## src/core/eci_consts.svh

```systemverilog
`ifndef ECI_CONSTS_SVH
`define ECI_CONSTS_SVH

// Line counts
`define ECI_NUM_EXT    12
`define ECI_NUM_CH     8
`define ECI_NUM_LINES  20
`define ECI_IDX_W      5
`define ECI_ADDR_W     8

// Register byte offsets
`define ECI_OFF_EXT_ARM  8'h00
`define ECI_OFF_EXT_EN   8'h04
`define ECI_OFF_EXT_REQ  8'h08
`define ECI_OFF_EXT_PEND 8'h0C
`define ECI_OFF_EXT_MODE 8'h10
`define ECI_OFF_ROUTE    8'h14
`define ECI_OFF_CH_ARM   8'h18
`define ECI_OFF_CH_EN    8'h1C
`define ECI_OFF_CH_REQ   8'h20
`define ECI_OFF_CH_PEND  8'h24
`define ECI_OFF_VECTOR   8'h28

// Field positions
`define ECI_CH_LSB     12
`define ECI_ROUTE_W    4
`define ECI_VEC_VALID  5

// Reset values: every input falling edge, no chained route
`define ECI_MODE_RST   24'h55_5555
`define ECI_ROUTE_RST  32'hFFFF_FFFF

// Bus responses
`define ECI_RESP_OKAY   2'h0
`define ECI_RESP_SLVERR 2'h2

// Least stable time of an input, for the far side
`define ECI_CLK_NS     40
`define ECI_HOLD_NS    1500
`define ECI_HOLD_CYC   ((`ECI_HOLD_NS + `ECI_CLK_NS - 1) / `ECI_CLK_NS)

`endif

```

## src/core/eci_pkg.sv

```systemverilog
`include "eci_consts.svh"

package eci_pkg;

    // Recognition mode of one line
    typedef enum logic [1:0] {
        ECI_RISE,
        ECI_FALL,
        ECI_HIGH,
        ECI_LOW
    } eci_mode_t;

    // Decoded register selection
    typedef enum logic [3:0] {
        ECI_RG_EXT_ARM, ECI_RG_EXT_EN, ECI_RG_EXT_REQ, ECI_RG_EXT_PEND,
        ECI_RG_EXT_MODE, ECI_RG_ROUTE, ECI_RG_CH_ARM, ECI_RG_CH_EN,
        ECI_RG_CH_REQ, ECI_RG_CH_PEND, ECI_RG_VECTOR, ECI_RG_NONE
    } eci_reg_t;

    // AXI4-Lite master to slave
    typedef struct packed {
        logic                   awvalid;
        logic [`ECI_ADDR_W-1:0] awaddr;
        logic                   wvalid;
        logic [31:0]            wdata;
        logic [3:0]             wstrb;
        logic                   bready;
        logic                   arvalid;
        logic [`ECI_ADDR_W-1:0] araddr;
        logic                   rready;
    } eci_axi_req_t;

    // AXI4-Lite slave to master
    typedef struct packed {
        logic        awready;
        logic        wready;
        logic        bvalid;
        logic [1:0]  bresp;
        logic        arready;
        logic        rvalid;
        logic [31:0] rdata;
        logic [1:0]  rresp;
    } eci_axi_rsp_t;

endpackage

```

## src/core/eci_top.sv

```systemverilog
`timescale 1ns/10ps
`include "eci_consts.svh"

// Notes on behaviour
// - Delivery needs the line armed and enabled
// - Reset leaves all lines disarmed, disabled
// - Armed line: recognised request sets request bit
// - Disarm clears request and ignores new ones
// - Enabled requests enter priority resolution
// - Disabled armed line holds request until enabled
// - No new delivery until pending cleared
// - Delivery goes to host only; chain gets the raw routed input
// - Default recognition is an input edge
// - Edge needs inactive then active again
// - Level mode requests while level holds
// - Software request stays local, chain untouched
// - Routed input drives chained line directly
// - Local and chained source get separate vectors
// - Chained lines start disarmed
// - Twelve external input lines, zero to eleven
// - Per-input rise/fall/high/low, falling default
module eci_top
    import eci_pkg::*;
(
    input  wire logic                    ref_clk,
    input  wire logic                    nrst,
    input  wire eci_axi_req_t            axiReq,
    output eci_axi_rsp_t                 axiRsp,
    input  wire logic [`ECI_NUM_EXT-1:0] extIn,
    input  wire logic [`ECI_NUM_CH-1:0]  chainIn,
    output logic      [`ECI_NUM_CH-1:0]  chainOut,
    output logic      [`ECI_NUM_CH-1:0]  chainOe,
    output logic                         hostIrq,
    output logic      [`ECI_IDX_W-1:0]   hostVector
);

    localparam int NL = `ECI_NUM_LINES;
    localparam int NE = `ECI_NUM_EXT;
    localparam int NC = `ECI_NUM_CH;
    localparam int CL = `ECI_CH_LSB;
    localparam int RW = `ECI_ROUTE_W;

    // Register address to selection
    function automatic eci_reg_t decodeReg(input logic [`ECI_ADDR_W-1:0] a);
        if (a == `ECI_OFF_EXT_ARM) return ECI_RG_EXT_ARM;
        else if (a == `ECI_OFF_EXT_EN) return ECI_RG_EXT_EN;
        else if (a == `ECI_OFF_EXT_REQ) return ECI_RG_EXT_REQ;
        else if (a == `ECI_OFF_EXT_PEND) return ECI_RG_EXT_PEND;
        else if (a == `ECI_OFF_EXT_MODE) return ECI_RG_EXT_MODE;
        else if (a == `ECI_OFF_ROUTE) return ECI_RG_ROUTE;
        else if (a == `ECI_OFF_CH_ARM) return ECI_RG_CH_ARM;
        else if (a == `ECI_OFF_CH_EN) return ECI_RG_CH_EN;
        else if (a == `ECI_OFF_CH_REQ) return ECI_RG_CH_REQ;
        else if (a == `ECI_OFF_CH_PEND) return ECI_RG_CH_PEND;
        else if (a == `ECI_OFF_VECTOR) return ECI_RG_VECTOR;
        else return ECI_RG_NONE;
    endfunction

    // Byte-lane merge of a write into an old value
    function automatic logic [31:0] mergeStrb(input logic [31:0] old,
                                              input logic [31:0] nw,
                                              input logic [3:0]  strb);
        logic [31:0] res;
        res = old;
        for (int b = 0; b < 4; b++) begin
            if (strb[b]) res[b*8 +: 8] = nw[b*8 +: 8];
        end
        return res;
    endfunction

    // Line state, externals low, chained lines high
    logic [NL-1:0]   lineArm;
    logic [NL-1:0]   lineEn;
    logic [NL-1:0]   lineReq;
    logic [NL-1:0]   linePend;
    logic [2*NE-1:0] extMode;
    logic [31:0]     route;

    logic [NL-1:0]   next_lineArm;
    logic [NL-1:0]   next_lineEn;
    logic [NL-1:0]   next_lineReq;
    logic [NL-1:0]   next_linePend;
    logic [2*NE-1:0] next_extMode;
    logic [31:0]     next_route;
    logic [NC-1:0]   next_chainOut;
    logic [NC-1:0]   next_chainOe;
    eci_axi_rsp_t    next_rsp;

    logic [NL-1:0]         hit;
    logic [NL-1:0]         swReq;
    logic [NL-1:0]         clrPend;
    logic [NL-1:0]         cand;
    logic [NL-1:0]         delivVec;
    logic [`ECI_IDX_W-1:0] prioIdx;
    logic                  prioFound;
    logic [31:0]           rdValue;

    // Recognition for every line; chained lines use rising edge
    genvar gi;
    generate
        for (gi = 0; gi < NL; gi++) begin : g_line
            if (gi < NE) begin : g_ext
                eci_recog u_recog (
                    .ref_clk (ref_clk),
                    .nrst    (nrst),
                    .sigIn   (extIn[gi]),
                    .mode    (eci_mode_t'(extMode[2*gi +: 2])),
                    .hit     (hit[gi])
                );
            end else begin : g_ch
                eci_recog u_recog (
                    .ref_clk (ref_clk),
                    .nrst    (nrst),
                    .sigIn   (chainIn[gi-NE]),
                    .mode    (ECI_RISE),
                    .hit     (hit[gi])
                );
            end
        end
    endgenerate

    // Bus handshakes and decoded targets
    wire      wrFire = axiRsp.awready;
    wire      rdFire = axiRsp.arready;
    eci_reg_t wrSel;
    eci_reg_t rdSel;
    assign wrSel = decodeReg(axiReq.awaddr);
    assign rdSel = decodeReg(axiReq.araddr);
    wire [31:0] wOnes = mergeStrb(32'h0000_0000, axiReq.wdata, axiReq.wstrb);
    // Byte lanes that a write touches; untouched lanes keep their bits
    wire [31:0] wMask = mergeStrb(32'h0000_0000, 32'hFFFF_FFFF, axiReq.wstrb);

    // Write one to request or to clear pending
    assign swReq[NE-1:0] = (wrFire && wrSel == ECI_RG_EXT_REQ) ? wOnes[NE-1:0] : '0;
    assign swReq[NL-1:CL] = (wrFire && wrSel == ECI_RG_CH_REQ) ? wOnes[NC-1:0] : '0;
    assign clrPend[NE-1:0] = (wrFire && wrSel == ECI_RG_EXT_PEND) ? wOnes[NE-1:0] : '0;
    assign clrPend[NL-1:CL] = (wrFire && wrSel == ECI_RG_CH_PEND) ? wOnes[NC-1:0] : '0;

    // Candidates: enabled lines with a request not yet pending
    assign cand = lineEn & lineReq & ~linePend;

    eci_prio u_prio (
        .cand  (cand),
        .idx   (prioIdx),
        .found (prioFound)
    );

    // One interrupt out at a time keeps the vector unambiguous
    assign delivVec = (prioFound && linePend == '0) ?
                      (NL'(1) << prioIdx) : '0;

    // Configuration writes honour byte strobes
    always_comb begin
        next_lineArm = lineArm;
        next_lineEn  = lineEn;
        next_extMode = extMode;
        next_route   = route;
        if (wrFire) begin
            if (wrSel == ECI_RG_EXT_ARM)
                next_lineArm[NE-1:0] = (lineArm[NE-1:0] & ~wMask[NE-1:0]) | wOnes[NE-1:0];
            else if (wrSel == ECI_RG_EXT_EN)
                next_lineEn[NE-1:0] = (lineEn[NE-1:0] & ~wMask[NE-1:0]) | wOnes[NE-1:0];
            else if (wrSel == ECI_RG_EXT_MODE)
                next_extMode = (extMode & ~wMask[2*NE-1:0]) | wOnes[2*NE-1:0];
            else if (wrSel == ECI_RG_ROUTE)
                next_route = (route & ~wMask) | wOnes;
            else if (wrSel == ECI_RG_CH_ARM)
                next_lineArm[NL-1:CL] = (lineArm[NL-1:CL] & ~wMask[NC-1:0]) | wOnes[NC-1:0];
            else if (wrSel == ECI_RG_CH_EN)
                next_lineEn[NL-1:CL] = (lineEn[NL-1:CL] & ~wMask[NC-1:0]) | wOnes[NC-1:0];
        end
    end

    // New requests win over the delivery clear; disarm wipes all
    assign next_lineReq = ((lineReq & ~delivVec) | ((hit | swReq) & lineArm))
                          & next_lineArm;
    // Delivery sets pending; a set beats a same-cycle clear
    assign next_linePend = (linePend & ~clrPend) | delivVec;

    // Raw input straight to its chained line, no local gating
    generate
        for (gi = 0; gi < NC; gi++) begin : g_route
            wire [RW-1:0] src = route[RW*gi +: RW];
            assign next_chainOe[gi] = (src < RW'(NE));
            assign next_chainOut[gi] = (src < RW'(NE)) ? extIn[src] : 1'b0;
        end
    endgenerate

    // Read data selection
    always_comb begin
        case (rdSel)
            ECI_RG_EXT_ARM:  rdValue = 32'(lineArm[NE-1:0]);
            ECI_RG_EXT_EN:   rdValue = 32'(lineEn[NE-1:0]);
            ECI_RG_EXT_REQ:  rdValue = 32'(lineReq[NE-1:0]);
            ECI_RG_EXT_PEND: rdValue = 32'(linePend[NE-1:0]);
            ECI_RG_EXT_MODE: rdValue = 32'(extMode);
            ECI_RG_ROUTE:    rdValue = route;
            ECI_RG_CH_ARM:   rdValue = 32'(lineArm[NL-1:CL]);
            ECI_RG_CH_EN:    rdValue = 32'(lineEn[NL-1:CL]);
            ECI_RG_CH_REQ:   rdValue = 32'(lineReq[NL-1:CL]);
            ECI_RG_CH_PEND:  rdValue = 32'(linePend[NL-1:CL]);
            ECI_RG_VECTOR:   rdValue = 32'({hostIrq, hostVector});
            default:         rdValue = 32'h0000_0000;
        endcase
    end

    // Slave waits for address and data together, then answers
    always_comb begin
        next_rsp = axiRsp;
        next_rsp.awready = axiReq.awvalid && axiReq.wvalid &&
                           !axiRsp.awready && !axiRsp.bvalid;
        next_rsp.wready = next_rsp.awready;
        next_rsp.arready = axiReq.arvalid && !axiRsp.arready && !axiRsp.rvalid;
        if (wrFire) begin
            next_rsp.bvalid = 1'b1;
            next_rsp.bresp = (wrSel == ECI_RG_NONE) ? `ECI_RESP_SLVERR : `ECI_RESP_OKAY;
        end else if (axiRsp.bvalid && axiReq.bready) begin
            next_rsp.bvalid = 1'b0;
        end
        if (rdFire) begin
            next_rsp.rvalid = 1'b1;
            next_rsp.rdata = rdValue;
            next_rsp.rresp = (rdSel == ECI_RG_NONE) ? `ECI_RESP_SLVERR : `ECI_RESP_OKAY;
        end else if (axiRsp.rvalid && axiReq.rready) begin
            next_rsp.rvalid = 1'b0;
        end
    end

    // Line state; all disarmed and disabled after reset
    always_ff @(posedge ref_clk or negedge nrst) begin
        if (!nrst) begin
            lineArm  <= '0;
            lineEn   <= '0;
            lineReq  <= '0;
            linePend <= '0;
            extMode  <= `ECI_MODE_RST;
            route    <= `ECI_ROUTE_RST;
        end else begin
            lineArm  <= next_lineArm;
            lineEn   <= next_lineEn;
            lineReq  <= next_lineReq;
            linePend <= next_linePend;
            extMode  <= next_extMode;
            route    <= next_route;
        end
    end

    // Outputs, all from flops
    always_ff @(posedge ref_clk or negedge nrst) begin
        if (!nrst) begin
            axiRsp     <= '0;
            chainOut   <= '0;
            chainOe    <= '0;
            hostIrq    <= 1'b0;
            hostVector <= '0;
        end else begin
            axiRsp     <= next_rsp;
            chainOut   <= next_chainOut;
            chainOe    <= next_chainOe;
            hostIrq    <= |next_linePend;
            if (|delivVec) hostVector <= prioIdx;
        end
    end

    wire [NL-1:0] heldReq = lineReq & ~lineEn;
endmodule

```

## src/core/eci_recog.sv

```systemverilog
`timescale 1ns/10ps
`include "eci_consts.svh"

module eci_recog
    import eci_pkg::*;
(
    input  wire logic      ref_clk,
    input  wire logic      nrst,
    input  wire logic      sigIn,
    input  wire eci_mode_t mode,
    output logic           hit
);

    logic prevSig;

    // Last sample, for edge detection
    always_ff @(posedge ref_clk or negedge nrst) begin
        if (!nrst) begin
            prevSig <= 1'b0;
        end else begin
            prevSig <= sigIn;
        end
    end

    // Edge fires once per transition; level fires every cycle
    always_comb begin
        case (mode)
            ECI_RISE: hit = sigIn & ~prevSig;
            ECI_FALL: hit = ~sigIn & prevSig;
            ECI_HIGH: hit = sigIn;
            default:  hit = ~sigIn;
        endcase
    end
endmodule

```

## src/core/eci_prio.sv

```systemverilog
`timescale 1ns/10ps
`include "eci_consts.svh"

module eci_prio (
    input  wire logic [`ECI_NUM_LINES-1:0] cand,
    output logic      [`ECI_IDX_W-1:0]     idx,
    output logic                           found
);

    // Downward scan so the lowest set line wins
    always_comb begin
        idx   = '0;
        found = 1'b0;
        for (int i = `ECI_NUM_LINES - 1; i >= 0; i--) begin
            if (cand[i]) begin
                idx   = i[`ECI_IDX_W-1:0];
                found = 1'b1;
            end
        end
    end

endmodule

```

## config.mk

```make
export PLATFORM = sky130hd
export DESIGN_NAME = eci_top
export DESIGN_NICKNAME = d
export VERILOG_FILES = /design/src/core/eci_pkg.sv /design/src/core/eci_top.sv /design/src/core/eci_recog.sv /design/src/core/eci_prio.sv
export VERILOG_INCLUDE_DIRS = /design/src /design/src/core
export SDC_FILE = /design/constraint.sdc
export NUM_CORES = 1
export LEC_CHECK = 0
export ABC_AREA = 0
export BUFFER_PORTS_ARGS = -buffer_cell sky130_fd_sc_hd__buf_4
export CORE_MARGIN = 4
export CORE_UTILIZATION = 40
export CTS_BUF_LIST = sky130_fd_sc_hd__clkbuf_16
export DETAILED_ROUTE_END_ITERATION = 10
export GPL_TIMING_DRIVEN = 1
export HOLD_SLACK_MARGIN = 0.1
export PLACE_DENSITY = 0.71
export REMOVE_ABC_BUFFERS = 1
export SETUP_SLACK_MARGIN = 0.05
export SLEW_MARGIN = 20
export SYNTH_ARGS = -nofsm -noshare
export SYNTH_HDL_FRONTEND = slang
export SYNTH_HIERARCHICAL = 1
export SYNTH_SLANG_ARGS = --single-unit
```

## constraint.sdc

```tcl
create_clock -name ref_clk -period 3.87 [get_ports ref_clk]
set_input_delay 0.774 -clock ref_clk [delete_from_list [all_inputs] [get_ports ref_clk]]
set_output_delay 0.774 -clock ref_clk [all_outputs]
set_load 0.01 [all_outputs]
```

==> qor.csv <==
stage,metric,value,unit
placed_design,place_area,12900,sq um
logic_synthesis,synth_ff_type,dfrtp_1,
setup_path,max_stage_delay,0.58,ns
sta,hold_violations,0,
setup_path,arrival,3.65,ns
clock_tree,cts-root-buf,clkbuf_16,
drt,routed_via_density,5.93,
logic_synthesis,synth_xor_area_frac,0.000786,
cells_and_area,layout_common_cells,"dfrtp_1 (172), buf_4 (166), mux2_2 (98)",
drt,drt_iter0_drc,907,
floorplan,rows,60,
logic_synthesis,synthAdderAreaFrac,0,
setup_path,path_cells,"nand2_1, nor2_1, nor4_1, nand4_1, nor4b_1, nand4_1, nor4_1, buf_4, nand4_1, nand4_1, or4_1",
floorplan,start_util,0.410,
global_routing,grt_usage,0.233,
logic_synthesis,syn_inst,1009,
floorplan,die_x,175,um
setup_path,cpMostUsedCell,nand4_1,
logic_synthesis,ys_async_sr_fraction,1.00,
logic_synthesis,synth_compound_area_frac,0.155,
logic_synthesis,synthSimpleGateAreaFrac,0.175,
clock_tree,cts_tree,done,
placed_design,dp_cells,1542,
drt,drt_wl_total,36400,um
pwr,p_total,5.10,mW
sta,skew,0.0244,ns
sta,timing.fmax,0.307,GHz
logic_synthesis,synth_edf_count,0,
floorplan,die_y,175,um
global_routing,overflow,0,
floorplan,die_area,30600,sq um
drt,dr.pass1.iters,7,
pwr,p_per_area,374,nW/um^2
logic_synthesis,ys_seq_area_frac,0.490,
clock_tree,htree_num_levels,1,
sta,setup_tns,0,ns
sta,setup_viol_count_final,0,
sta,setup_slack,0.618,ns
global_routing,grt_pass1_vias,9510,
sta,relSlewSlack,0.432,
drt,drc,0,
logic_synthesis,synth_area_per_cell,11.0,sq um
global_routing,grt_max_degree,90,
sta,slew_violations,0,
sta,min_period,3.25,ns
clock_tree,hold_buffers,0,
clock_tree,clock_path_buffers,3,
cells_and_area,finalNonFillerCells,1588,
cells_and_area,syn2layout_area_growth,22.6,%
clock_tree,cts.sinks,216,
setup_path,crit_type,reg -> reg,
placed_design,place_hpwl,26900,um
cells_and_area,layout_commonest_cell,dfrtp_1,
clock_tree,cts_buffers,25,
logic_synthesis,syn_area,11100,sq um
logic_synthesis,synth-seq-cells,216,
pwr,p_leak,5.72,nW
drt,ant_nets,0,
outcome,status,"complete, no violations",
sta,worst_pin_slew,0.851,ns
drt,wl_per_cell,22.9,um
global_routing,antenna_found_initial,0,
cells_and_area,final_util,0.502,
setup_path,cp_top_family,simple AND/OR/NAND/NOR gates,
logic_synthesis,yosysWarnings,6,
cells_and_area,antennaDiodeCount,0,
logic_synthesis,synthMuxAreaShare,0.155,
clock_tree,ctsResizeCount,0,
placed_design,pre_cts_ws,0.642,ns
logic_synthesis,synth_top_family_by_area,simple AND/OR/NAND/NOR gates,
cells_and_area,drive_gt1_frac,0.330,
global_routing,grt_pass1_wl,56400,um
sta,rsz0062_at_grt,no,
setup_path,cp_max_fo,10,
cells_and_area,final_nets,1276,
clock_tree,clk_latency,0.54,ns
cells_and_area,final_area,13700,sq um
clock_tree,clkTransAtPathRegs,0.06,ns
floorplan,ios,142,
flow_run,max_cap_violations,0,
pwr,max-vdd-ir-drop,251,uV
placed_design,io_buffers,139,
sta,post-route-period-util,0.840,
logic_synthesis,synth.distinct_cells,69,
min_path,hp-class,in -> async,
drt,via_count,9424,
floorplan,coreArea,27200,sq um
sta,whs,0.297,ns
setup_path,slowest_stage,nor4_1,
setup_path,worstSetupEndpointType,flop,
setup_path,cp-start-kind,flop,
setup_path,required,4.27,ns
clock_tree,post-cts-setup-buffers,0,
setup_path,path_buf_inv,1,
placed_design,place.gp.congestion,1.04,
[worst paths after layout]
path                                           start                                   endpoint  slack (ns)  cells past startpoint
worst max-delay path            lineReq[1]$_DFF_PN0_                          hostIrq$_DFF_PN0_        0.62                     11
worst min-delay path                            nrst                     axiRsp[32]$_DFFE_PN0P_        0.30                      1
worst max register to register  lineReq[1]$_DFF_PN0_                          hostIrq$_DFF_PN0_        0.62                     11
worst min register to register                  flop                       chainOe[3]$_DFF_PN0_        0.46                      1
max in group asynchronous                       nrst                                  async pin        2.65                      2
min in group ref_clk                      chainIn[2]  g_line[14].g_ch.u_recog/prevSig$_DFF_PN0_        0.36                      1
[power breakdown]
part / internal, mW / switching (mW) / leakage, nW
Clock: 1.37 / 0.940 / 0.422
Combinational: 0.185 / 0.250 / 2.68
Sequential: 2.32 / 0.0406 / 2.62
Total: 3.87 / 1.23 / 5.72
[cells by family after synthesis]
kind of cell              count (synthesis)
buffers and inverters                    63
xor gates and xnor gates                  1
DFF                                     216
AOI/OAI and AO/OA                       236
other                                     1
muxes                                   130
and+or+nand+nor                         362
[final cells by class]
type	count	area [sq um]
Multi-Input combinational cell	763	5540
Inverter	22	82.6
Clock inverter	21	176
Sequential cell	216	5460
Fill cell	2486	13500
Tap cell	372	465
Timing Repair Buffer	169	1300
Clock buffer	25	626
[routing by layer]
metal,GRT usage,part of all wire,wire length [um],up-vias
li1,-,-,-,4106
met3,0.0478,0.091,3300,103
met2,0.370,0.46,16600,516
met1,0.322,0.42,15100,4699
met5,0,0,0,-
met4,0.0789,0.037,1350,0
[worst register-to-register path, stage by stage, from the launching register on]
cell and delay, ns:
dfrtp_1 0.47, nand2_1 0.11, nor2_1 0.09, nor4_1 0.59
nand4_1 0.16, nor4b_1 0.18, nand4_1 0.36, nor4_1 0.09
buf_4 0.17, nand4_1 0.22, nand4_1 0.16, or4_1 0.52
[cells in the mapped netlist, types with 4 or more instances]
library cell  number  area, sq um
or3_1              5         31.3
nand2_1           76          285
a31oi_1            5         31.3
a222oi_1           4         40.0
o22ai_2           20          250
clkbuf_1          31          116
buf_4              6         45.0
nand3b_1           9         67.6
and2_1            10         62.6
dfstp_2           44         1160
dfrtp_1          172         4300
nand3_1           21          105
a21boi_0          13         97.6
mux4_2            24          541
nor3b_1            4         30.0
mux2_2            98         1100
o21ai_0           69          345
a41oi_1            4         35.0
nor2_1            85          319
a2111oi_0          5         43.8
nand4_1           12         75.1
nor4_1            13         81.3
nor2b_1           20          125
a21o_1             9         67.6
nor3_1            11         55.1
a21boi_1           4         30.0
a21oi_1           16         80.1
nor4b_1            5         43.8
o2bb2ai_1         15          131
or2b_1            20          150
inv_1             22         82.6
a22oi_1           47          353
mux2i_1            8         80.1
and3_1            24          150
nand2b_1          27          169
(Power assumes the default switching activity.)
